==> src/osp_ctrl_map.vh <==
// register offsets, field positions, reset values and codes of the output align block
`ifndef OSP_CTRL_MAP_VH
`define OSP_CTRL_MAP_VH

// ----------------------------------------------------------------------------
// register offsets on the register port
// ----------------------------------------------------------------------------
`define OSP_ADDR_SYNC_CONTROL   10'h015
`define OSP_ADDR_GAIN_B_HIGH    10'h224
`define OSP_ADDR_GAIN_B_LOW     10'h225
`define OSP_ADDR_PH_OFS_BYTE5   10'h226
`define OSP_ADDR_PH_OFS_BYTE4   10'h227
`define OSP_ADDR_PH_OFS_BYTE3   10'h228
`define OSP_ADDR_PH_OFS_BYTE2   10'h229
`define OSP_ADDR_PH_OFS_BYTE1   10'h22a
`define OSP_ADDR_PH_OFS_BYTE0   10'h22b
`define OSP_ADDR_GAIN_C         10'h236
`define OSP_ADDR_DECIM_A        10'h237

// ----------------------------------------------------------------------------
// field positions
// ----------------------------------------------------------------------------
`define OSP_SOFTWARE_ALIGN_REQUEST_BIT         6
`define OSP_SYNC_ACTIVE_BIT     0
`define OSP_SYNC_LOCK_BIT       1
`define OSP_PH_OFS_TOP_BITS     5

// ----------------------------------------------------------------------------
// reset values and codes
// ----------------------------------------------------------------------------
`define OSP_BYTE_RESET          8'h00
`define OSP_PH_OFS_RESET        45'h0000_0000_0000
`define OSP_PIN_FUNC_ALIGN      6'h1f

`endif

==> src/osp_ctrl.v <==
// output align and loop phase offset control, top level
//
// Operation
// - automute holds outputs, synchronous start on lock
// - group dividers leave reset on one cycle
// - join group: divider, post-divider, global enables
// - pulse divider aligned only with divider enable
// - request from pin function 31 or software
// - aligned dividers held in reset, output low
// - release restarts common-source outputs phase aligned
// - channels without align enable keep running unless their source post-divider is held
// - selected post-divider reset, its outputs invalid
// - unselected post-dividers keep running during event
// - divide-by-one bypass skips channel hold, output low while its post-divider is held
// - pin polarity and software bit set level
// - zero delay feeds first output back internally
// - 45-bit signed phase offset, reset zero
// - one offset serves whole loop domain
// - offset, gain and exponent at fixed registers
// - without automute outputs may run unstable
`timescale 1ns/1ps
`include "osp_ctrl_map.vh"
module osp_ctrl #(
  parameter NCH  = 4,
  parameter NPLL = 2,
  parameter SELW = 1,
  parameter RW   = 8
) (
  // clock and reset
  input  wire               mclk_i,
  input  wire               arst_n_i,
  // register port
  input  wire [9:0]         reg_addr_i,
  input  wire [7:0]         reg_wdata_i,
  input  wire               reg_wr_i,
  input  wire               reg_rd_i,
  output reg  [7:0]         reg_rdata_o,
  // align request pin
  input  wire               gpio_i,
  input  wire [5:0]         pin_function_select_i,
  input  wire               pin_polarity_invert_i,
  // group configuration
  input  wire               align_global_enable_i,
  input  wire [NPLL-1:0]    post_divider_align_enable_i,
  input  wire [NPLL*RW-1:0] post_divider_ratio_i,
  input  wire [NCH-1:0]     ch_div_align_enable_i,
  input  wire [NCH-1:0]     pulse_divider_align_enable_i,
  input  wire [NCH*SELW-1:0] ch_pll_select_i,
  input  wire [NCH*RW-1:0]  ch_ratio_i,
  input  wire [NCH-1:0]     ch_bypass_i,
  input  wire [NCH-1:0]     ch_auto_mute_enable_i,
  // lock and feedback
  input  wire               apll_lock_i,
  input  wire               zero_delay_feedback_mode_i,
  input  wire               ext_feedback_i,
  // channel outputs
  output wire [NCH-1:0]     clk_out_o,
  output reg  [NCH-1:0]     ch_valid_o,
  output reg  [NCH-1:0]     pulse_div_reset_o,
  output reg  [NPLL-1:0]    post_div_reset_o,
  output reg                align_active_o,
  output reg                feedback_clk_o,
  // loop parameters towards the time_to_digital_converter
  output reg  [44:0]        loop_phase_offset_o,
  output wire [15:0]        loop_gain_multiplier_o,
  output wire [7:0]         loop_gain_count_o,
  output wire [7:0]         loop_decimation_exponent_o
);

  // ---------------------------------------------------------------------------
  // pin synchronisers
  // ---------------------------------------------------------------------------
  reg [2:0] meta_r;
  reg [2:0] sync_r;

  // the first stage is read by the second stage only
  always @(posedge mclk_i or negedge arst_n_i) begin
    if (!arst_n_i) begin
      meta_r <= 3'h0;
      sync_r <= 3'h0;
    end else begin
      meta_r <= {ext_feedback_i, apll_lock_i, gpio_i};
      sync_r <= meta_r;
    end
  end

  wire gpio_s_w = sync_r[0];
  wire lock_s_w = sync_r[1];
  wire fb_s_w   = sync_r[2];

  // ---------------------------------------------------------------------------
  // registers
  // ---------------------------------------------------------------------------
  reg        sw_req_r;
  reg [7:0]  gain_b_hi_r;
  reg [7:0]  gain_b_lo_r;
  reg [7:0]  gain_c_r;
  reg [7:0]  decim_a_r;
  reg [4:0]  ofs5_r;
  reg [7:0]  ofs4_r;
  reg [7:0]  ofs3_r;
  reg [7:0]  ofs2_r;
  reg [7:0]  ofs1_r;
  reg [7:0]  ofs0_r;
  reg [7:0]  rd_nxt;

  wire wr_w = reg_wr_i;

  always @(posedge mclk_i or negedge arst_n_i) begin
    if (!arst_n_i) begin
      sw_req_r    <= 1'b0;
      gain_b_hi_r <= `OSP_BYTE_RESET;
      gain_b_lo_r <= `OSP_BYTE_RESET;
      gain_c_r    <= `OSP_BYTE_RESET;
      decim_a_r   <= `OSP_BYTE_RESET;
      ofs5_r      <= 5'h00;
      ofs4_r      <= `OSP_BYTE_RESET;
      ofs3_r      <= `OSP_BYTE_RESET;
      ofs2_r      <= `OSP_BYTE_RESET;
      ofs1_r      <= `OSP_BYTE_RESET;
      ofs0_r      <= `OSP_BYTE_RESET;
    end else if (wr_w) begin
      case (reg_addr_i)
        `OSP_ADDR_SYNC_CONTROL: begin
          sw_req_r <= reg_wdata_i[`OSP_SOFTWARE_ALIGN_REQUEST_BIT];
        end
        `OSP_ADDR_GAIN_B_HIGH: begin
          gain_b_hi_r <= reg_wdata_i;
        end
        `OSP_ADDR_GAIN_B_LOW: begin
          gain_b_lo_r <= reg_wdata_i;
        end
        `OSP_ADDR_PH_OFS_BYTE5: begin
          ofs5_r <= reg_wdata_i[`OSP_PH_OFS_TOP_BITS-1:0];
        end
        `OSP_ADDR_PH_OFS_BYTE4: begin
          ofs4_r <= reg_wdata_i;
        end
        `OSP_ADDR_PH_OFS_BYTE3: begin
          ofs3_r <= reg_wdata_i;
        end
        `OSP_ADDR_PH_OFS_BYTE2: begin
          ofs2_r <= reg_wdata_i;
        end
        `OSP_ADDR_PH_OFS_BYTE1: begin
          ofs1_r <= reg_wdata_i;
        end
        `OSP_ADDR_PH_OFS_BYTE0: begin
          ofs0_r <= reg_wdata_i;
        end
        `OSP_ADDR_GAIN_C: begin
          gain_c_r <= reg_wdata_i;
        end
        `OSP_ADDR_DECIM_A: begin
          decim_a_r <= reg_wdata_i;
        end
        default: begin
          sw_req_r <= sw_req_r;
        end
      endcase
    end
  end

  // the offset is handed to the loop only when the low byte lands, so a
  // multi-byte update never reaches the detector half written
  wire [44:0] ofs_new_w = {ofs5_r, ofs4_r, ofs3_r, ofs2_r, ofs1_r,
                           reg_wdata_i};

  always @(posedge mclk_i or negedge arst_n_i) begin
    if (!arst_n_i) begin
      loop_phase_offset_o <= `OSP_PH_OFS_RESET;
    end else if (wr_w && reg_addr_i == `OSP_ADDR_PH_OFS_BYTE0) begin
      loop_phase_offset_o <= ofs_new_w;
    end
  end

  assign loop_gain_multiplier_o     = {gain_b_hi_r, gain_b_lo_r};
  assign loop_gain_count_o          = gain_c_r;
  // a stored zero stands for 32; software does the substitution
  assign loop_decimation_exponent_o = decim_a_r;

  // ---------------------------------------------------------------------------
  // read back
  // ---------------------------------------------------------------------------
  always @* begin
    rd_nxt = 8'h00;
    case (reg_addr_i)
      `OSP_ADDR_SYNC_CONTROL: begin
        rd_nxt[`OSP_SOFTWARE_ALIGN_REQUEST_BIT]     = sw_req_r;
        rd_nxt[`OSP_SYNC_ACTIVE_BIT] = align_active_o;
        rd_nxt[`OSP_SYNC_LOCK_BIT]   = lock_s_w;
      end
      `OSP_ADDR_GAIN_B_HIGH:  rd_nxt = gain_b_hi_r;
      `OSP_ADDR_GAIN_B_LOW:   rd_nxt = gain_b_lo_r;
      `OSP_ADDR_PH_OFS_BYTE5: rd_nxt = {3'h0, ofs5_r};
      `OSP_ADDR_PH_OFS_BYTE4: rd_nxt = ofs4_r;
      `OSP_ADDR_PH_OFS_BYTE3: rd_nxt = ofs3_r;
      `OSP_ADDR_PH_OFS_BYTE2: rd_nxt = ofs2_r;
      `OSP_ADDR_PH_OFS_BYTE1: rd_nxt = ofs1_r;
      `OSP_ADDR_PH_OFS_BYTE0: rd_nxt = ofs0_r;
      `OSP_ADDR_GAIN_C:       rd_nxt = gain_c_r;
      `OSP_ADDR_DECIM_A:      rd_nxt = decim_a_r;
      default:                rd_nxt = 8'h00;
    endcase
  end

  always @(posedge mclk_i or negedge arst_n_i) begin
    if (!arst_n_i) begin
      reg_rdata_o <= 8'h00;
    end else if (reg_rd_i) begin
      reg_rdata_o <= rd_nxt;
    end
  end

  // ---------------------------------------------------------------------------
  // align request
  // ---------------------------------------------------------------------------
  wire pin_sel_w = (pin_function_select_i == `OSP_PIN_FUNC_ALIGN);
  wire pin_act_w = pin_sel_w & (gpio_s_w ^ pin_polarity_invert_i);
  wire req_w     = pin_act_w | sw_req_r;

  // one registered level feeds every divider, so release lands on one cycle
  always @(posedge mclk_i or negedge arst_n_i) begin
    if (!arst_n_i) begin
      align_active_o <= 1'b0;
    end else begin
      align_active_o <= req_w & align_global_enable_i;
    end
  end

  // ---------------------------------------------------------------------------
  // post-dividers
  // ---------------------------------------------------------------------------
  wire [NPLL-1:0] pd_tick_w;
  wire [NPLL-1:0] pd_hold_w;
  reg  [NPLL-1:0] pd_clk_r;

  genvar p;
  generate
    for (p = 0; p < NPLL; p = p + 1) begin : g_pd
      reg  [RW-1:0] cnt_r;
      wire [RW-1:0] ratio_w = post_divider_ratio_i[p*RW +: RW];

      // unselected post-dividers run through the event
      assign pd_hold_w[p] = align_active_o &
                            post_divider_align_enable_i[p];
      assign pd_tick_w[p] = ~pd_hold_w[p] &
                            (cnt_r >= ratio_w - {{(RW-1){1'b0}}, 1'b1});

      always @(posedge mclk_i or negedge arst_n_i) begin
        if (!arst_n_i) begin
          cnt_r       <= {RW{1'b0}};
          pd_clk_r[p] <= 1'b0;
        end else if (pd_hold_w[p]) begin
          cnt_r       <= {RW{1'b0}};
          pd_clk_r[p] <= 1'b0;
        end else if (pd_tick_w[p]) begin
          cnt_r       <= {RW{1'b0}};
          pd_clk_r[p] <= ~pd_clk_r[p];
        end else begin
          cnt_r <= cnt_r + {{(RW-1){1'b0}}, 1'b1};
        end
      end
    end
  endgenerate

  always @(posedge mclk_i or negedge arst_n_i) begin
    if (!arst_n_i) begin
      post_div_reset_o <= {NPLL{1'b0}};
    end else begin
      post_div_reset_o <= pd_hold_w;
    end
  end

  // ---------------------------------------------------------------------------
  // output channels
  // ---------------------------------------------------------------------------
  wire [NCH-1:0] ch_hold_w;
  wire [NCH-1:0] ch_mute_w;
  wire [NCH-1:0] ch_src_hold_w;

  genvar c;
  generate
    for (c = 0; c < NCH; c = c + 1) begin : g_ch
      wire [SELW-1:0] sel_w = ch_pll_select_i[c*SELW +: SELW];
      wire            in_grp_w;

      // auto-mute keeps the output quiet until lock; without it the output
      // follows the divider even while the loop is still settling
      assign ch_mute_w[c] = ch_auto_mute_enable_i[c] & ~lock_s_w;
      // a channel only joins when its source post-divider is aligned too;
      // group membership therefore also requires the align enable of the channel's selected post-divider
      assign in_grp_w = ch_div_align_enable_i[c] &
                        post_divider_align_enable_i[sel_w];
      assign ch_hold_w[c] = ch_mute_w[c] |
                            (align_active_o & in_grp_w);
      assign ch_src_hold_w[c] = pd_hold_w[sel_w];

      osp_div #(
        .RW (RW)
      ) u_div (
        .mclk_i   (mclk_i),
        .arst_n_i (arst_n_i),
        .tick_i   (pd_tick_w[sel_w]),
        .pd_clk_i (pd_clk_r[sel_w]),
        .hold_i   (ch_hold_w[c]),
        .mute_i   (ch_mute_w[c]),
        .bypass_i (ch_bypass_i[c]),
        .ratio_i  (ch_ratio_i[c*RW +: RW]),
        .clk_o    (clk_out_o[c])
      );

      always @(posedge mclk_i or negedge arst_n_i) begin
        if (!arst_n_i) begin
          ch_valid_o[c]        <= 1'b0;
          pulse_div_reset_o[c] <= 1'b0;
        end else begin
          ch_valid_o[c] <= ~ch_src_hold_w[c] & ~ch_mute_w[c];
          pulse_div_reset_o[c] <= align_active_o & in_grp_w &
                                  pulse_divider_align_enable_i[c];
        end
      end
    end
  endgenerate

  // ---------------------------------------------------------------------------
  // zero delay feedback
  // ---------------------------------------------------------------------------
  // the external path is kept for non zero-delay use
  always @(posedge mclk_i or negedge arst_n_i) begin
    if (!arst_n_i) begin
      feedback_clk_o <= 1'b0;
    end else begin
      feedback_clk_o <= zero_delay_feedback_mode_i ? clk_out_o[0] :
                        fb_s_w;
    end
  end

endmodule // osp_ctrl

==> src/osp_div.v <==
// one output channel divider with align reset, bypass and mute
`timescale 1ns/1ps
module osp_div #(
  parameter RW = 8
) (
  // clock and reset
  input  wire          mclk_i,
  input  wire          arst_n_i,
  // source post-divider
  input  wire          tick_i,
  input  wire          pd_clk_i,
  // control
  input  wire          hold_i,
  input  wire          mute_i,
  input  wire          bypass_i,
  input  wire [RW-1:0] ratio_i,
  // output
  output reg           clk_o
);

  reg  [RW-1:0] cnt_r;
  wire [RW-1:0] half_w;
  wire          wrap_w;

  assign half_w = ratio_i >> 1;
  assign wrap_w = (cnt_r >= ratio_i - {{(RW-1){1'b0}}, 1'b1});

  // ---------------------------------------------------------------------------
  // count post-divider ticks; every divider leaves hold at count zero, so all
  // dividers on one source post-divider released on one cycle see their first rising edge together
  // ---------------------------------------------------------------------------
  always @(posedge mclk_i or negedge arst_n_i) begin
    if (!arst_n_i) begin
      cnt_r <= {RW{1'b0}};
      clk_o <= 1'b0;
    end else if (bypass_i) begin
      cnt_r <= {RW{1'b0}};
      clk_o <= mute_i ? 1'b0 : pd_clk_i;
    end else if (hold_i) begin
      cnt_r <= {RW{1'b0}};
      clk_o <= 1'b0;
    end else if (tick_i) begin
      cnt_r <= wrap_w ? {RW{1'b0}} : cnt_r + {{(RW-1){1'b0}}, 1'b1};
      clk_o <= mute_i ? 1'b0 : (cnt_r < half_w);
    end
  end

endmodule // osp_div

==> config.mk <==
export PLATFORM = sky130hd
export DESIGN_NAME = osp_ctrl
export DESIGN_NICKNAME = d
export VERILOG_FILES = /design/src/osp_ctrl.v /design/src/osp_div.v
export VERILOG_INCLUDE_DIRS = /design/src /design/src/src
export SDC_FILE = /design/constraint.sdc
export NUM_CORES = 1
export LEC_CHECK = 0
export ABC_AREA = 1
export BUFFER_PORTS_ARGS = -buffer_cell sky130_fd_sc_hd__clkbuf_2
export CAP_MARGIN = 20
export CORE_MARGIN = 5
export CORE_UTILIZATION = 40
export CTS_CLUSTER_DIAMETER = 80
export DETAILED_ROUTE_END_ITERATION = 10
export GPL_ROUTABILITY_DRIVEN = 0
export HOLD_SLACK_MARGIN = 0.12
export MAX_ROUTING_LAYER = met4
export SLEW_MARGIN = 0
export SYNTH_ARGS = -nofsm -noshare
export SYNTH_HDL_FRONTEND = slang
export SYNTH_SLANG_ARGS = --single-unit
==> constraint.sdc <==
create_clock -name mclk_i -period 4.2 [get_ports mclk_i]
set_input_delay 0.42 -clock mclk_i [delete_from_list [all_inputs] [get_ports mclk_i]]
set_output_delay 0.42 -clock mclk_i [all_outputs]
set_load 0.05 [all_outputs]
== Word-level counts from Yosys, hierarchy flattened ==
Cells that the tools add are included.

* Add/sub/neg operators: 12
* $lt $le $gt $ge: 14
* Equal/unequal tests: 12
* Mux-type cells: 81
* Bitwise operators: 45
* Reduce and logical (&&, ||, !) cells: 18

{| class="wikitable"
|+ Operators with widths
! cell !! number
|-
| $mux 8 || 20
|-
| $eq 10x10->1 const B || 10
|-
| $mux 1 || 57
|-
| $add 8x1->8 const B || 6
|-
| $ge 8x8->1 || 6
|-
| $sub 8x1->8 const B || 6
|-
| $pmux 4 s10 || 1
|-
| $lt 8x7->1 || 4
|-
| $and 1x1->1 || 26
|-
| $pmux 2 s11 || 1
|-
| $reduce_and 2->1 || 11
|-
| $not 1->1 || 13
|-
| $reduce_bool 3->1 || 4
|-
| $eq 10x5->1 const B || 1
|-
| $pmux 1 s10 || 1
|-
| $pmux 1 s9 || 1
|-
| $lt 1x2->1 const B || 4
|-
| $eq 6x5->1 const B || 1
|-
| $or 1x1->1 || 5
|-
| $reduce_bool 2->1 || 2
|-
| $logic_and 1x1->1 || 1
|-
| $xor 1x1->1 || 1
|}

* Register bits: 203
* Input port bits: 104

== Longest topological paths before layout ==
Gate-level depths: netlist of the first run.

* Depth after elaboration: 8
* Mapped depth: 16
* Mapped depth without buffers: 16

== Hierarchy ==
Synthesis of the first run repeated with hierarchy kept, for this count alone.

* Cells, all modules: 1384
* Area, all modules: 11599.9 sq um

{| class="wikitable"
|+ Modules (own cells, without submodules)
! module !! times used !! cells each !! area each (sq um)
|-
| osp_ctrl || 1 || 861 || 7743.7
|-
| osp_div (g_ch[0].u_div ...) || 3 || 131 || 965.9
|-
| osp_div (g_ch[3].u_div) || 1 || 130 || 958.4
|}

== Least setup slack after synthesis of the first run ==
Ideal clock, no wire load.

* Path kind: input port to flip-flop
* From: in post_divider_ratio_i[0]
* To: reg g_ch[0].u_div.clk_o
* Setup time: 0.067 ns
* Data arrival time: 2.302 ns
* Slack: 1.831 ns
* Cell stages on the path: 14
* Path through: inv_1 > ha_1 > nand2_1 > nor3_1 > xor2_1 > inv_1 > ha_1 > nand2_1 > o21a_1 > nand2_1 > nand3_1 > nand3_2 > nand2_1 > nand2_1

* Cells in the longest elaborated chain, start to end: 6

{| class="wikitable"
|+ RTL lines
! element !! line !! RTL
|-
| start, declared || osp_ctrl.v:45 || <nowiki>input wire [NPLL*RW-1:0] post_divider_ratio_i,</nowiki>
|-
| $sub 8x1->8 || osp_ctrl.v:248 || <nowiki>(cnt_r >= ratio_w - {{(RW-1){1'b0}}, 1'b1});</nowiki>
|-
| $ge 8x8->1 || osp_ctrl.v:248 ||
|-
| $and 1x1->1 || osp_ctrl.v:247 || <nowiki>assign pd_tick_w[p] = ~pd_hold_w[p] &</nowiki>
|-
| $mux 1 (implied by the code) (2 in a row) || osp_ctrl.v:304 || <nowiki>.tick_i (pd_tick_w[sel_w]),</nowiki>
|-
| $reduce_bool 3->1 (no line) || - ||
|-
| end signal, assigned || osp_div.v:38 || <nowiki>clk_o <= mute_i ? 1'b0 : pd_clk_i;</nowiki>
|-
| end signal, assigned || osp_div.v:44 || <nowiki>clk_o <= mute_i ? 1'b0 : (cnt_r < half_w);</nowiki>
|-
| end, declared || osp_div.v:18 || <nowiki>output reg clk_o</nowiki>
|}

No other way between the ends. The select of a mux whose other input is x is not followed.
A chain may end at the register's enable or synchronous reset.

== Final worst setup path of the first run ==
* From: in post_divider_ratio_i[0]
* To: reg g_ch[0].u_div.cnt_r[3]

* Cells in the longest elaborated chain, start to end: 6

{| class="wikitable"
|+ RTL lines
! element !! line !! RTL
|-
| $sub 8x1->8 || osp_ctrl.v:248 ||
|-
| $ge 8x8->1 || osp_ctrl.v:248 ||
|-
| $and 1x1->1 || osp_ctrl.v:247 ||
|-
| $mux 1 (implied by the code) (2 in a row) || osp_ctrl.v:304 ||
|-
| $reduce_bool 3->1 (no line) || - ||
|-
| end signal, assigned || osp_div.v:34 || <nowiki>cnt_r <= {RW{1'b0}};</nowiki>
|-
| end signal, assigned || osp_div.v:37 || <nowiki>cnt_r <= {RW{1'b0}};</nowiki>
|-
| end signal, assigned || osp_div.v:40 || <nowiki>cnt_r <= {RW{1'b0}};</nowiki>
|-
| end, declared || osp_div.v:21 || <nowiki>reg [RW-1:0] cnt_r;</nowiki>
|}

No other way between the ends. The select of a mux whose other input is x is not followed.

==> results of run 1 <==
-- cell type report --
class,instances,share of cell area [%]
multi-input cells,1076,43.9
flip-flops and latches,195,35.2
repair buffers,211,7.97
inverters,174,4.71
well taps,384,3.47
clock buffers,17,3.07
clock inverters,15,1.70
-- cell usage in the layout (no fill, tap or decap), types with 6 or more instances in the layout --
master and instances:
a21oi_1 33, clkbuf_16 17, clkbuf_2 203, dfrtp_1 195
ha_1 84, inv_1 166, inv_2 8, mux2_4 26
nand2_1 375, nand3_1 88, nand3b_1 6, nand4_1 100
nor2_1 144, nor2_4 6, nor3_1 21, o21ai_0 108
xnor2_1 8, xor2_1 36
-- metal layers --
metal  vias up  track usage (%)  wire (µm)
met1      4872             26.9      15500
met2       287             33.6      15600
met3        35             3.72       1680
met4         0             5.64        773
li1       5287                -          -
met5         -                -          0
-- worst register-to-register path: cells and delay by family, from the launching register on --
kind | cells | cell delay, ns
adders and majority gates | 1 | 0.32
DFF | 1 | 0.43
and+or+nand+nor | 10 | 1.39
-- through the flow --
step | total power [mW] | utilization [%] | std cells | setup slack [ns]
after detailed placement | 2.76 | 45.5 | 2036 | 1.20
final | 4.53 | 47.9 | 2072 | 1.61
after global routing | 4.75 | 47.9 | 2072 | 1.37
after global placement | 2.75 | 45.5 | 2036 | 1.35
after CTS | 4.58 | 47.9 | 2072 | 1.64
after floorplan | 2.51 | - | 1478 | 1.83
-- worst max path at each step --
stage | endpoint | cells past startpoint | from
final | g_ch[0].u_div.cnt_r[3] | 16 | post_divider_ratio_i[0]
after global routing | g_ch[0].u_div.clk_o | 16 | post_divider_ratio_i[0]
after CTS | g_ch[0].u_div.cnt_r[3] | 16 | post_divider_ratio_i[0]
after detailed placement | g_ch[0].u_div.cnt_r[6] | 16 | post_divider_ratio_i[0]
after global placement | g_ch[3].u_div.cnt_r[0] | 15 | post_divider_ratio_i[0]
after floorplan | g_ch[0].u_div.clk_o | 14 | post_divider_ratio_i[0]
-- kinds of logic (layout without fill, tap and decap cells) --
logic type | Yosys count | in the layout | share of synthesized area [%]
adders and majority gates | 84 | 84 | 8.91
and+or+nand+nor | 761 | 761 | 28.7
DFF | 195 | 195 | 41.4
AOI/OAI and AO/OA | 158 | 158 | 7.04
muxes | 29 | 29 | 3.60
buffers and inverters | 207 | 417 | 7.10
xor gates and xnor gates | 44 | 44 | 3.27
-- power by group --
part	switching [mW]	leakage, nW	internal [mW]
clock	0.905	0.317	0.898
combinational	0.454	4.60	0.222
sequential	0.0938	2.66	1.95
-- flip-flops by register name, indices dropped and copies added (netlist names), 2 cells and up --
name / cells
ofs3_r: 8
meta_r: 3
ofs2_r: 8
pd_clk_r: 2
ofs0_r: 7
ofs5_r: 5
reg_rdata_o: 8
g_ch.u_div.clk_o: 4
gain_b_hi_r: 8
ofs1_r: 8
loop_phase_offset_o: 38
loop_gain_count_o: 8
g_pd.cnt_r: 16
g_ch.u_div.cnt_r: 32
ofs4_r: 8
loop_decimation_exponent_o: 8
post_div_reset_o: 2
sync_r: 3
pulse_div_reset_o: 4
gain_b_lo_r: 8
ch_valid_o: 4
-- repair_timing --
| item | 4_1_cts | 5_1_grt |
|---|---|---|
| hold endpoints to repair | 89 | 0 |
| buffers inserted | 0 | 0 |
| gates resized for setup | 0 | 0 |
| hold buffers | 4 | 0 |
==> key figures, run 1 <==
Status
  – Outcome: finished clean

Synthesis
  – Synth cell count leaders: nand2_1, dfrtp_1, inv_1
  – Cell Area, Synth: 11800 µm²
  – Yosys reg bits: 195
  – Top-area cell type share of the netlist area: 41.4%
  – Net Count, Synth: 1666
  – Main synth FF type: dfrtp_1
  – Seq/Total Area, Yosys: 41.4%
  – Area leader, netlist: dfrtp_1
  – Synth area leaders: dfrtp_1, nand2_1, ha_1
  – Async SR Flop Fraction: 100%
  – Count leader, synth: nand2_1
  – Avg Inst Size Synth: 7.98 µm²
  – Post-synth EDFFs: 0
  – Distinct cells, synth: 34
  – Yosys warns: 0
  – Syn Inst Count: 1478

Setup path
  – Critical Path Source Type: input port
  – Critical path's slowest cell: nand3_1
  – Family with the most delay on the worst path: simple AND/OR/NAND/NOR gates
  – R2R cell count: 11
  – CP Class: input port to register
  – Largest fanout on the critical path: 10
  – Top cell by count, worst path: nand2_1
  – WP data arrival: 2.95 ns
  – CP Capture Type: register
  – R2R Path End: g_ch[0].u_div.cnt_r[3]
  – CP bufs+invs: 3
  – Cells along the critical path: clkbuf_2 -> inv_1 -> ha_1 -> nand2_1 -> nor3_1 -> xor2_1 -> inv_1 -> ha_1 -> nand2_1 -> nor2_1 -> nand2_1 -> nand2_1 -> nand3_1 -> nand3_2 -> nand2_1 -> nand2_1
  – Reg-to-Reg Start: g_pd[0].cnt_r[3]
  – Req. time, crit path: 4.56 ns
  – Crit-path max cell delay: 0.40 ns
  – R2R Setup Slk: 1.93 ns

Clock network
  – TritonCTS Buffers: 17
  – Root Driver: clkbuf_16
  – # clock sinks: 195
  – Clk Latency, worst-skew pair: 0.45 ns
  – Worst-path clk slew: 0.09 ns
  – H-tree depth: 4
  – CTS tree: built
  – CTS max path bufs: 2

STA
  – Count of final hold-check violations: 0
  – Fmax: 0.386 GHz
  – Setup-failing EPs final: 0
  – Tmin final: 2.59 ns
  – Setup TNS: 0 ns
  – Max-Slew Margin vs Limit: 45.6%
  – RSZ-0062 raised after global routing: no
  – Slew Viols, Final: 0
  – Worst hold margin: 0.160 ns
  – Layout Skew: 0.0229 ns
  – Final Cycle Share: 61.7%
  – Slew @ Worst Pin: 0.816 ns

Layout
  – Layout fillers: 2922
  – Diode count: 0
  – Post-route cell area: 13900 µm²
  – Final nets: 1863
  – Area growth syn-to-layout: 17.5%
  – Layout cells sized above 1: 17.8%
  – Area occupied by multi-input gates: 6080 µm²
  – Register area: 4880 µm²

Floorplan
  – Die W: 182 µm
  – Row cnt: 62
  – Die Footprint: 33000 µm²
  – Core Area: 28900 µm²
  – Initial core utilization: 40.8%
  – Chip height: 182 µm
  – Io pins: 205

Global routing
  – Total grt overflow: 0
  – Initial antenna violation count: 1
  – Largest net degree at the start of global routing: 89
  – Tot GR Track Use: 20.7%
  – Number of global-route vias before repair: 10300
  – First-pass GRT wire length: 54000 µm

Hold path
  – Min-delay src: pulse_divider_align_enable_i[2]
  – Hold path depth: 3
  – Hold WC Path Type: input port to register
  – Worst hold endpoint: pulse_div_reset_o[2]

Placed design
  – Post-DP HPWL: 25700 µm
  – PortBufs: 204
  – Placed instance area: 13200 µm²

Detailed routing
  – Pre-antenna DRT Iters: 7
  – Routed WL: 33500 µm
  – Drt drc: 0
  – ANT nets after route: 0
  – Routed vias: 10500
  – Detailed-route wire length per cell: 16.2 µm
  – Initial drt markers: 598
  – Vias/cell: 5.06

Run
  – Max Cap Viol: 0

Power
  – Power per standard cell area: 327 nW/µm²
  – Maximum VDD drop: 325 µV
  – LEAKAGE: 7.58 nW
(Power assumes the default switching activity.)
==> run 2: changes to the inputs <==
==> constraint.sdc (replaced) <==
create_clock -name mclk_i -period 2.41 [get_ports mclk_i]
set_input_delay 0.241 -clock mclk_i [delete_from_list [all_inputs] [get_ports mclk_i]]
set_output_delay 0.241 -clock mclk_i [all_outputs]
set_load 0.05 [all_outputs]
==> key figures, run 2 (same netlist as run 1, synthesis figures left out) <==
Layout
  – Layout cells sized above 1: 19.4% (was 17.8%)
  – Reg with most FFs: loop_phase_offset_o (unchanged)
  – Most frequent cells in the layout: nand2_1, clkbuf_2, dfrtp_1, inv_1, nor2_1 (unchanged)
  – Final nets: 1918 (was 1863)
  – Largest registers in the final layout: loop_phase_offset_o (38), g_ch.u_div.cnt_r (32), g_pd.cnt_r (16) (unchanged)
  – Layout fillers: 2795 (was 2922)
  – Most common cell after layout, fill and taps aside: nand2_1 (unchanged)
  – Final Util: 49.5% (was 47.9%)
  – Area occupied by multi-input gates: 6080 µm² (unchanged)
  – Max reg flops: 38 (unchanged)
  – Register area: 4880 µm² (unchanged)
  – Diode count: 0 (unchanged)
  – Area growth syn-to-layout: 21.4% (was 17.5%)

Floorplan
  – Die Footprint: 33000 µm² (unchanged)
  – Initial core utilization: 40.8% (unchanged)
  – Io pins: 205 (unchanged)
  – Chip height: 182 µm (unchanged)
  – Row cnt: 62 (unchanged)
  – Core Area: 28900 µm² (unchanged)
  – Die W: 182 µm (unchanged)

Clock network
  – Clk Latency, worst-skew pair: 0.45 ns (about the same)
  – Worst-path clk slew: 0.08 ns (was 0.09 ns)
  – H-tree depth: 4 (unchanged)
  – Root Driver: clkbuf_16 (unchanged)
  – TritonCTS Buffers: 17 (unchanged)
  – CTS max path bufs: 2 (unchanged)
  – CTS tree: built (unchanged)
  – # clock sinks: 195 (unchanged)
  – Post-CTS setup buffer count: 0 (unchanged)

Placed design
  – Pre-CTS setup slack: -0.139 ns (was 1.20 ns)
  – PortBufs: 204 (unchanged)
  – Post-DP HPWL: 26100 µm (was 25700 µm)

Detailed routing
  – Detailed-route wire length per cell: 15.9 µm (was 16.2 µm)
  – Drt drc: 0 (unchanged)
  – Pre-antenna DRT Iters: 5 (was 7)
  – Routed vias: 10600 (was 10500)
  – Vias/cell: 4.97 (was 5.06)
  – WL met3: 1440 µm (was 1680 µm)
  – ANT nets after route: 0 (unchanged)
  – M1 wire length: 16000 µm (was 15500 µm)
  – Initial drt markers: 682 (was 598)
  – Routed WL: 33800 µm (was 33500 µm)
  – Max layer used: met4 (unchanged)
  – Met2 wire length: 15800 µm (was 15600 µm)

Global routing
  – Initial antenna violation count: 0 (was 1)
  – Total grt overflow: 0 (unchanged)
  – Tot GR Track Use: 21.0% (was 20.7%)
  – Largest net degree at the start of global routing: 69 (was 89)
  – First-pass GRT wire length: 54900 µm (was 54000 µm)
  – Number of global-route vias before repair: 10300 (about the same)

Setup path
  – Cells along the critical path: clkbuf_2 -> inv_1 -> ha_1 -> nand2_1 -> nor3_1 -> xor2_1 -> inv_1 -> ha_1 -> nand2_1 -> o21a_1 -> nand2_1 -> nand3_1 -> buf_4 -> nand3_2 -> nand2_1 -> nand2_1 (was clkbuf_2 -> inv_1 -> ha_1 -> nand2_1 -> nor3_1 -> xor2_1 -> inv_1 -> ha_1 -> nand2_1 -> nor2_1 -> nand2_1 -> nand2_1 -> nand3_1 -> nand3_2 -> nand2_1 -> nand2_1)
  – CP Capture Type: register (unchanged)
  – Top cell by count, worst path: nand2_1 (unchanged)
  – Critical Path Source Type: input port (unchanged)
  – CP Class: input port to register (unchanged)
  – Critical path's slowest cell: ha_1 (was nand3_1)
  – WP data arrival: 2.38 ns (was 2.95 ns)
  – Req. time, crit path: 2.73 ns (was 4.56 ns)
  – Crit-path max cell delay: 0.26 ns (was 0.40 ns)
  – Largest fanout on the critical path: 10 (unchanged)

STA
  – Tmin final: 2.06 ns
  – Setup WS post-layout: 0.351 ns (was 1.61 ns)
  – Final Cycle Share: 85.5%
  – Fmax: 0.486 GHz
  – Max-Slew Margin vs Limit: 60.9% (was 45.6%)
  – Layout Skew: 0.0134 ns (was 0.0229 ns)
  – Slew @ Worst Pin: 0.586 ns (was 0.816 ns)
  – Count of final hold-check violations: 0 (unchanged)
  – RSZ-0062 raised after global routing: no (unchanged)
  – Setup-failing EPs final: 0 (unchanged)
  – Slew Viols, Final: 0 (unchanged)

Power
  – LEAKAGE: 7.84 nW (was 7.58 nW)
  – Power per standard cell area: 558 nW/µm² (was 327 nW/µm²)
  – Maximum VDD drop: 379 µV (was 325 µV)

Hold path
  – Hold WC Path Type: input port to register (unchanged)

Status
  – Outcome: finished clean (unchanged)

Run
  – Max Cap Viol: 0 (unchanged)
## run 2: final cells by class
cell class / instances / share of cell area (%)
Clock buffer: 17 / 2.97
Tap cell: 384 / 3.36
Multi-Input combinational cell: 1076 / 42.4
Timing Repair Buffer: 266 / 10.9
Inverter: 174 / 4.56
Sequential cell: 195 / 34.1
Clock inverter: 15 / 1.70
## run 2: final timing paths
path	slack, ns	endpoint	startpoint	cells after the start
worst max register to register	0.37	g_ch[0].u_div.cnt_r[2]	align_active_o	8
min in group asynchronous	0.36	loop_decimation_exponent_o[3]	arst_n_i	2
worst max-delay path	0.35	g_ch[3].u_div.cnt_r[0]	post_divider_ratio_i[0]	16
worst min register to register	0.36	sync_r[1]	meta_r[1]	0
max in group asynchronous	1.27	g_ch[3].u_div.cnt_r[5]	arst_n_i	3
worst min-delay path	0.13	ch_valid_o[3]	ch_auto_mute_enable_i[3]	4
## run 2: power breakdown
group          internal (mW)  leakage [nW]  switching [mW]
logic                  0.431          4.86           0.801
registers               3.40          2.66           0.162
clock network           1.65         0.322            1.54
## run 2: stage by stage
stage | hold WS [ns] | cells | total power [mW] | setup TNS, ns | instance area, µm²
after CTS | 0.123 | 2127 | 8.08 | 0 | 14300
after detailed placement | 0.286 | 2075 | 4.85 | -3.78 | 13400
after global placement | 0.294 | 2075 | 4.82 | -2.00 | 13400
after global routing | 0.140 | 2127 | 8.39 | 0 | 14300
after floorplan | -0.0546 | 1478 | 4.37 | 0 | 11800
final | 0.132 | 2127 | 7.99 | 0 | 14300
## run 2: layer usage
metal / global-route usage [%] / vias up
met3: 3.04 / 31
met2: 33.8 / 267
li1: - / 5414
met5: - / -
met1: 28.2 / 4862
met4: 4.89 / 0
## run 2: repair_timing
| item | 4_1_cts | 5_1_grt |
|---|---|---|
| gates resized for setup | 0 | 0 |
| hold buffers | 20 | 0 |
| hold endpoints to repair | 77 | 0 |
## run 2: worst max-delay path: cells and delay by family
kind,cells,cell delay (ns)
AOI/OAI and AO/OA,1,0.13
xor gates and xnor gates,1,0.16
adders and majority gates,2,0.45
and+or+nand+nor,8,1.00
buffers and inverters,4,0.39
